===== src/ppl_defs.vh =====
`ifndef PPL_DEFS_VH
`define PPL_DEFS_VH

// ************************************************************
// Instruction word fields
// ************************************************************
`define PPL_OP_HI      31
`define PPL_OP_LO      26
`define PPL_WR_BIT     23
`define PPL_IMM_BIT    22
`define PPL_DST_HI     17
`define PPL_DST_LO     9
`define PPL_SRC_HI     8
`define PPL_SRC_LO     0

// ************************************************************
// Operation codes
// ************************************************************
`define PPL_OP_MOV     6'h00
`define PPL_OP_ADD     6'h01
`define PPL_OP_SUB     6'h02
`define PPL_OP_AND     6'h03
`define PPL_OP_OR      6'h04
`define PPL_OP_XOR     6'h05
`define PPL_OP_PATCH_I 6'h08
`define PPL_OP_PATCH_S 6'h09
`define PPL_OP_PATCH_D 6'h0a
`define PPL_OP_JSR     6'h10
`define PPL_OP_DECREMENT_BRANCH_NONZERO    6'h11
`define PPL_OP_HUBRD   6'h20
`define PPL_OP_HUBWR   6'h21

// ************************************************************
// Reset values and timing
// ************************************************************
`define PPL_RESET_PC   9'h000
`define PPL_HUB_LAST   2'h1
`define PPL_HUB_PERIOD 16

`endif


===== src/ppl_core.v =====
`default_nettype none
`include "ppl_defs.vh"

module ppl_core (
    input  wire        clk_i,
    input  wire        rst_n_i,
    output reg  [8:0]  mem_addr_o,
    output reg         mem_re_o,
    output reg         mem_we_o,
    output wire [31:0] mem_wdata_o,
    input  wire [31:0] mem_rdata_i,
    output wire        hub_req_o,
    output wire        hub_we_o,
    output reg  [15:0] hub_addr_o,
    output wire [31:0] hub_wdata_o,
    input  wire        hub_grant_i,
    input  wire [31:0] hub_rdata_i,
    output reg         retire_o
);
    // ************************************************************
    // One-hot slot states
    // ************************************************************
    localparam [5:0] ST_FETCH = 6'b000001;
    localparam [5:0] ST_WBACK = 6'b000010;
    localparam [5:0] ST_SRC   = 6'b000100;
    localparam [5:0] ST_DST   = 6'b001000;
    localparam [5:0] ST_HWAIT = 6'b010000;
    localparam [5:0] ST_HXFER = 6'b100000;

    reg  [5:0]  state_reg;
    reg  [5:0]  state_next;
    reg  [8:0]  pc_reg;
    reg  [31:0] ir_reg;
    reg         ir_valid_reg;
    reg         fetch_ok_reg;
    reg  [31:0] src_val_reg;
    reg  [31:0] dst_val_reg;
    reg         src_rd_reg;
    reg         dst_rd_reg;
    reg  [31:0] res_reg;
    reg  [8:0]  wb_addr_reg;
    reg         wb_valid_reg;
    reg  [31:0] hub_val_reg;
    reg  [1:0]  hub_cnt_reg;

    wire [31:0] dst_op;
    wire [31:0] alu_result;
    wire        alu_jump;
    wire        alu_cond;
    wire        alu_hub;
    wire        exec;
    wire        squash;
    wire [8:0]  fetch_addr;
    wire        is_imm;

    // Destination data lands one cycle after its read, possibly in a hub wait
    assign dst_op = dst_rd_reg ? mem_rdata_i : dst_val_reg;
    assign is_imm = ir_reg[`PPL_IMM_BIT];

    ppl_alu u_alu (
        .ir_i       (ir_reg),
        .src_i      (src_val_reg),
        .dst_i      (dst_op),
        .ret_addr_i (pc_reg),
        .hub_data_i (hub_val_reg),
        .result_o   (alu_result),
        .jump_o     (alu_jump),
        .cond_o     (alu_cond),
        .hub_o      (alu_hub)
    );

    // ************************************************************
    // Execute and branch resolution
    // ************************************************************
    // Execute overlaps the next fetch in the same cycle
    assign exec = (state_reg == ST_FETCH) && ir_valid_reg;
    // Jump targets are fetched blindly; only a zero count undoes that
    assign fetch_addr = (exec && alu_jump) ? src_val_reg[8:0] : pc_reg;
    assign squash = exec && alu_cond && (alu_result == 32'h00000000);

    // ************************************************************
    // Hub request
    // ************************************************************
    assign hub_req_o   = (state_reg == ST_HWAIT);
    assign hub_we_o    = hub_req_o &&
                         (ir_reg[`PPL_OP_HI:`PPL_OP_LO] == `PPL_OP_HUBWR);
    assign hub_wdata_o = dst_op;
    assign mem_wdata_o = res_reg;

    // ************************************************************
    // Memory port schedule
    // ************************************************************
    always @* begin
        mem_addr_o = 9'h000;
        mem_re_o   = 1'b0;
        mem_we_o   = 1'b0;
        case (state_reg)
            ST_FETCH: begin
                mem_addr_o = fetch_addr;
                mem_re_o   = 1'b1;
            end
            ST_WBACK: begin
                // Writing after the fetch keeps a patched next word unseen
                mem_addr_o = wb_addr_reg;
                mem_we_o   = wb_valid_reg;
            end
            ST_SRC: begin
                mem_addr_o = ir_reg[`PPL_SRC_HI:`PPL_SRC_LO];
                mem_re_o   = ir_valid_reg && !is_imm;
            end
            ST_DST: begin
                mem_addr_o = ir_reg[`PPL_DST_HI:`PPL_DST_LO];
                mem_re_o   = ir_valid_reg;
            end
            default: begin
                mem_addr_o = 9'h000;
            end
        endcase
    end

    // ************************************************************
    // Slot sequencing
    // ************************************************************
    always @* begin
        state_next = state_reg;
        case (state_reg)
            ST_FETCH: state_next = ST_WBACK;
            ST_WBACK: state_next = ST_SRC;
            ST_SRC:   state_next = ST_DST;
            ST_DST: begin
                // Ordinary slots repeat every four cycles
                if (ir_valid_reg && alu_hub) begin
                    state_next = ST_HWAIT;
                end else begin
                    state_next = ST_FETCH;
                end
            end
            ST_HWAIT: begin
                // Wait may last up to a full hub rotation
                if (hub_grant_i) begin
                    state_next = ST_HXFER;
                end
            end
            ST_HXFER: begin
                if (hub_cnt_reg == `PPL_HUB_LAST) begin
                    state_next = ST_FETCH;
                end
            end
            default: state_next = ST_FETCH;
        endcase
    end

    always @(posedge clk_i) begin
        if (!rst_n_i) begin
            state_reg    <= ST_FETCH;
            pc_reg       <= `PPL_RESET_PC;
            ir_reg       <= 32'h00000000;
            ir_valid_reg <= 1'b0;
            fetch_ok_reg <= 1'b1;
            src_val_reg  <= 32'h00000000;
            dst_val_reg  <= 32'h00000000;
            src_rd_reg   <= 1'b0;
            dst_rd_reg   <= 1'b0;
            res_reg      <= 32'h00000000;
            wb_addr_reg  <= 9'h000;
            wb_valid_reg <= 1'b0;
            hub_val_reg  <= 32'h00000000;
            hub_cnt_reg  <= 2'h0;
            hub_addr_o   <= 16'h0000;
            retire_o     <= 1'b0;
        end else begin
            state_reg  <= state_next;
            src_rd_reg <= (state_reg == ST_SRC) && ir_valid_reg && !is_imm;
            dst_rd_reg <= (state_reg == ST_DST) && ir_valid_reg;
            retire_o   <= exec;
            if (dst_rd_reg) begin
                dst_val_reg <= mem_rdata_i;
            end
            if (state_reg == ST_FETCH) begin
                // Fall-through address survives a mispredict
                if (!squash) begin
                    pc_reg <= fetch_addr + 9'h001;
                end
                fetch_ok_reg <= !squash;
                res_reg      <= alu_result;
                wb_addr_reg  <= ir_reg[`PPL_DST_HI:`PPL_DST_LO];
                wb_valid_reg <= exec && ir_reg[`PPL_WR_BIT];
            end
            if (state_reg == ST_WBACK) begin
                ir_reg       <= mem_rdata_i;
                ir_valid_reg <= fetch_ok_reg;
            end
            // Address follows the source operand so a grant in the first wait cycle sees it
            if ((state_reg == ST_SRC) && is_imm) begin
                src_val_reg <= {23'h000000, ir_reg[`PPL_SRC_HI:`PPL_SRC_LO]};
                hub_addr_o  <= {7'h00, ir_reg[`PPL_SRC_HI:`PPL_SRC_LO]};
            end else if (src_rd_reg) begin
                src_val_reg <= mem_rdata_i;
                hub_addr_o  <= mem_rdata_i[15:0];
            end
            if (state_reg == ST_HWAIT) begin
                hub_cnt_reg <= 2'h0;
                if (hub_grant_i) begin
                    hub_val_reg <= hub_rdata_i;
                end
            end
            if (state_reg == ST_HXFER) begin
                hub_cnt_reg <= hub_cnt_reg + 2'h1;
            end
        end
    end
endmodule

`default_nettype wire


===== src/ppl_alu.v =====
`default_nettype none
`include "ppl_defs.vh"

module ppl_alu (
    input  wire [31:0] ir_i,
    input  wire [31:0] src_i,
    input  wire [31:0] dst_i,
    input  wire [8:0]  ret_addr_i,
    input  wire [31:0] hub_data_i,
    output reg  [31:0] result_o,
    output reg         jump_o,
    output reg         cond_o,
    output wire        hub_o
);
    wire [5:0] op;
    assign op    = ir_i[`PPL_OP_HI:`PPL_OP_LO];
    assign hub_o = (op == `PPL_OP_HUBRD) || (op == `PPL_OP_HUBWR);

    // ************************************************************
    // Operation decode and result
    // ************************************************************
    always @* begin
        result_o = src_i;
        jump_o   = 1'b0;
        cond_o   = 1'b0;
        case (op)
            `PPL_OP_ADD:     result_o = dst_i + src_i;
            `PPL_OP_SUB:     result_o = dst_i - src_i;
            `PPL_OP_AND:     result_o = dst_i & src_i;
            `PPL_OP_OR:      result_o = dst_i | src_i;
            `PPL_OP_XOR:     result_o = dst_i ^ src_i;
            `PPL_OP_PATCH_I: result_o = {src_i[8:0], dst_i[22:0]};
            `PPL_OP_PATCH_S: result_o = {dst_i[31:9], src_i[8:0]};
            `PPL_OP_PATCH_D: result_o = {dst_i[31:18], src_i[8:0], dst_i[8:0]};
            `PPL_OP_JSR: begin
                result_o = {dst_i[31:9], ret_addr_i};
                jump_o   = 1'b1;
            end
            `PPL_OP_DECREMENT_BRANCH_NONZERO: begin
                result_o = dst_i - 32'h00000001;
                jump_o   = 1'b1;
                cond_o   = 1'b1;
            end
            `PPL_OP_HUBRD:   result_o = hub_data_i;
            `PPL_OP_HUBWR:   result_o = dst_i;
            default:         result_o = src_i;
        endcase
    end
endmodule

`default_nettype wire


===== config.mk =====
export PLATFORM = sky130hd
export DESIGN_NAME = ppl_core
export DESIGN_NICKNAME = d
export VERILOG_FILES = /design/src/ppl_core.v /design/src/ppl_alu.v
export VERILOG_INCLUDE_DIRS = /design/src
export SDC_FILE = /design/constraint.sdc
export NUM_CORES = 1
export LEC_CHECK = 0
export BUFFER_PORTS_ARGS = -buffer_cell sky130_fd_sc_hd__buf_2
export CAP_MARGIN = 20
export CORE_MARGIN = 4
export CORE_UTILIZATION = 51
export CTS_CLUSTER_SIZE = 8
export DETAILED_ROUTE_END_ITERATION = 8
export PLACE_DENSITY = 0.71
export SLEW_MARGIN = 0
export SYNTH_ARGS = -nofsm -noshare
export SYNTH_HDL_FRONTEND = slang
export SYNTH_SLANG_ARGS = --single-unit
export TNS_END_PERCENT = 100

===== constraint.sdc =====
create_clock -name clk_i -period 6.7 [get_ports clk_i]
set_clock_uncertainty 0.2 [all_clocks]
set_input_delay 1.34 -clock clk_i [delete_from_list [all_inputs] [get_ports clk_i]]
set_output_delay 1.34 -clock clk_i [all_outputs]
set_load 0.02 [all_outputs]

==> results.toml <==
[grt]
grt_pass1_vias = 12900
grt_usage_pct = 35.3
grt_pass1_wl_um = 78200
grt_max_degree = 58
grt-ovfl-total = 0
antenna_found_initial = 0

[timing]
hold_viol_final = 0
post-route-period-util_pct = 91.8
grt_setup_unrepaired = "no"
setup_violations = 0
setup_slack_ps = 549
min_period_ps = 6150
max-slew-margin-rel_pct = 28.3
holdWs_ps = 253
tightestPinTransition_ps = 1060
maxSlewViolCount = 0
final.setup.tns_ps = 0
fmax_mhz = 163

[worst_setup_path]
path_common_cell = "nand2_1"
cp.depth = 19
r2r_slack_ps = 550
cp_max_fo = 7
critical_path_class = "flop to flop"
rr_worst_depth = 19
r2r_start = "hub_addr_o[9]$_SDFFE_PP0P_"
crit_chain = "nor4_2 > and4_1 > nand2_1 > o41ai_1 > xnor2_1 > nand2_1 > ha_1 > a21o_1 > o21bai_1 > a2111oi_2 > a211o_1 > o22ai_1 > a221oi_1 > nand3_1 > nor4_1 > and4_4 > nor3_2 > a32o_1 > o31a_1"
critPathMaxStageDelay_ps = 590
required_ps = 6840
start_kind = "flop"
endpoint_kind = "flop"
startpoint = "hub_addr_o[9]$_SDFFE_PP0P_"
crit_buf_inv = 0
cpMaxStageDelayCell = "nor4_2"
cp.arrival_ps = 6290
critPathTopFamily = "compound AO/OA/AOI/OAI gates"

[routing]
drtIter0Drc = 1581
dr.pass1.iters = 6
vias = 14000
viasPerCell = 6.35
ant_nets = 0
routed_wirelength_um = 51900
route.detailed.drc = 0
wire_per_inst_um = 23.6

[worst_hold_path]
whs_path_depth = 2
hold_path.class = "flop to flop"
hp-start = "mem_wdata_o[3]$_SDFFE_PN0P_"

[logic_synthesis]
synth.avg_cell_area_um2 = 7.56
yosys_most_used_dff = "dfxtp_1"
synth.most_common_cell = "nand2_1"
syn_area_mm2 = 0.0131
synthTopCellsByArea = "dfxtp_1 (28%), ha_1 (9.4%), nand2_1 (8.3%), a21oi_1 (5.4%), nor2_1 (5.0%)"
synth-warning-count = 0
synth_common_cells = "nand2_1 (289), dfxtp_1 (186), nor2_1 (174), a21oi_1 (142), ha_1 (98)"
postSynthNetCount = 1901
synth-seq-cells = 186
seq_area_frac_synth_pct = 28.4
async_flop_share_pct = 0
synth_cells = 1735
synth_top_area_share_pct = 28.4
synth_edf_count = 0
synth_largest_area_cell = "dfxtp_1"
ys_types = 92

[pwr]
pwr-share-clk_pct = 35.9
intPower_uw = 1860
peakVddDrop_mv = 0.166
p_switching_uw = 1020
power.leakage_uw = 0.00642
p_comb_share_pct = 23.0
powerDensity_mw_per_mm2 = 193
p_sw_share_pct = 35.4
pwr-share-seq_pct = 41.2

[final_layout]
fin_cells = 2196
final_util_pct = 59.1
drive_gt1_share_pct = 16.2
syn2layout_area_growth_pct = 13.8
diodes = 0
fin_nets = 2020
fillers = 2446

[cts]
htree_levels = 4
cts_sinks = 186
cts_tree = "built"
clock_path_buffers = 2
cts_made_buffers = 17
cts-root-buf = "clkbuf_16"
clkSlewWorstSetupHoldPaths_ps = 80
cts_setup_buffers = 0
ctsResizeCount = 0
holdBufCountCts = 0
clkLatencyLatePin_ps = 450

[floorplan]
start_util_pct = 51.9
rows = 58
dieArea_mm2 = 0.0283
die_w_um = 168
coreArea_mm2 = 0.0253
fp.dieH_um = 168
ios = 161

[flow_run]
max_cap_violations = 0

[place]
dp_cells = 2163
post-place-ws_ps = 392
portBuffers = 160
dp_hpwl_um = 40100
place.gp.congestion = 0.982

[run_status]
status = "completed"
## worst reg2reg max path, cell delays in order (launching register included)
cell and delay (ps):
dfxtp_1 420, nor4_2 590, and4_1 420, nand2_1 130, o41ai_1 320, xnor2_1 170
nand2_1 90, ha_1 400, a21o_1 250, o21bai_1 190, a2111oi_2 540, a211o_1 220
o22ai_1 70, a221oi_1 580, nand3_1 140, nor4_1 320, and4_4 350, nor3_2 90
a32o_1 280, o31a_1 260
## kinds of logic (layout without fill, tap and decap cells)
kind of cell,after synthesis,count (layout),synth area share (%)
AND/OR/NAND/NOR,657,657,23.1
AO/OA/AOI/OAI,464,464,23.7
buffers and inverters,220,351,7.24
flip-flops,186,186,28.4
adder cells (fa/ha/maj),99,99,9.50
multiplexers,67,67,5.14
XOR/XNOR,42,42,2.91
## layout by cell type, fill, tap and decap left out, types with 29 or more instances in the layout
master / count
nor3_1: 36
buf_2: 162
a21oi_1: 142
mux2i_1: 64
nand3_1: 29
o21ai_0: 75
dfxtp_1: 184
nor2_1: 174
nand2_1: 289
ha_1: 98
buf_4: 74
xnor2_1: 37
inv_1: 79
## final timing paths
| kind | endpoint |
|---|---|
| max | pc_reg[8]$_SDFFE_PN0P_ |
| min | mem_wdata_o[3]$_SDFFE_PN0P_ |
| max reg2reg | pc_reg[8]$_SDFFE_PN0P_ |
| min reg2reg | mem_wdata_o[3]$_SDFFE_PN0P_ |
## area by class of cell
class                           instances  area [µm²]  area share, %
Inverter                               82         310           2.08
Clock inverter                         14         154           1.03
Tap cell                              330         413           2.77
Multi-Input combinational cell       1329        8470           56.8
Timing Repair Buffer                  238        1420           9.53
Sequential cell                       186        3730           25.0
Clock buffer                           17         425           2.85
## routing by layer
layer  wire length [µm]  GRT usage, %  up-vias
met5                 76          4.52        -
met4               1270          10.1        2
met3               6640          10.8       77
met2              21700          51.2      819
met1              22200          50.4     6629
li1                   -             -     6427
## per-stage QoR
step / instance area, µm² / total power [µW]
floorplan: 13100 / 1600
global placement: 14300 / 1850
detailed placement: 14300 / 1850
CTS: 14800 / 2870
global route: 14900 / 2980
finish: 14900 / 2880
## power by group through the flow
stage	Combinational, µW	Clock (µW)	Sequential (µW)
final	661	1030	1190
after global routing	706	1080	1190
after CTS	642	1040	1180
after detailed placement	640	0	1210
after global placement	637	0	1210
after floorplan	361	0	1240
(Power assumes the default switching activity.)
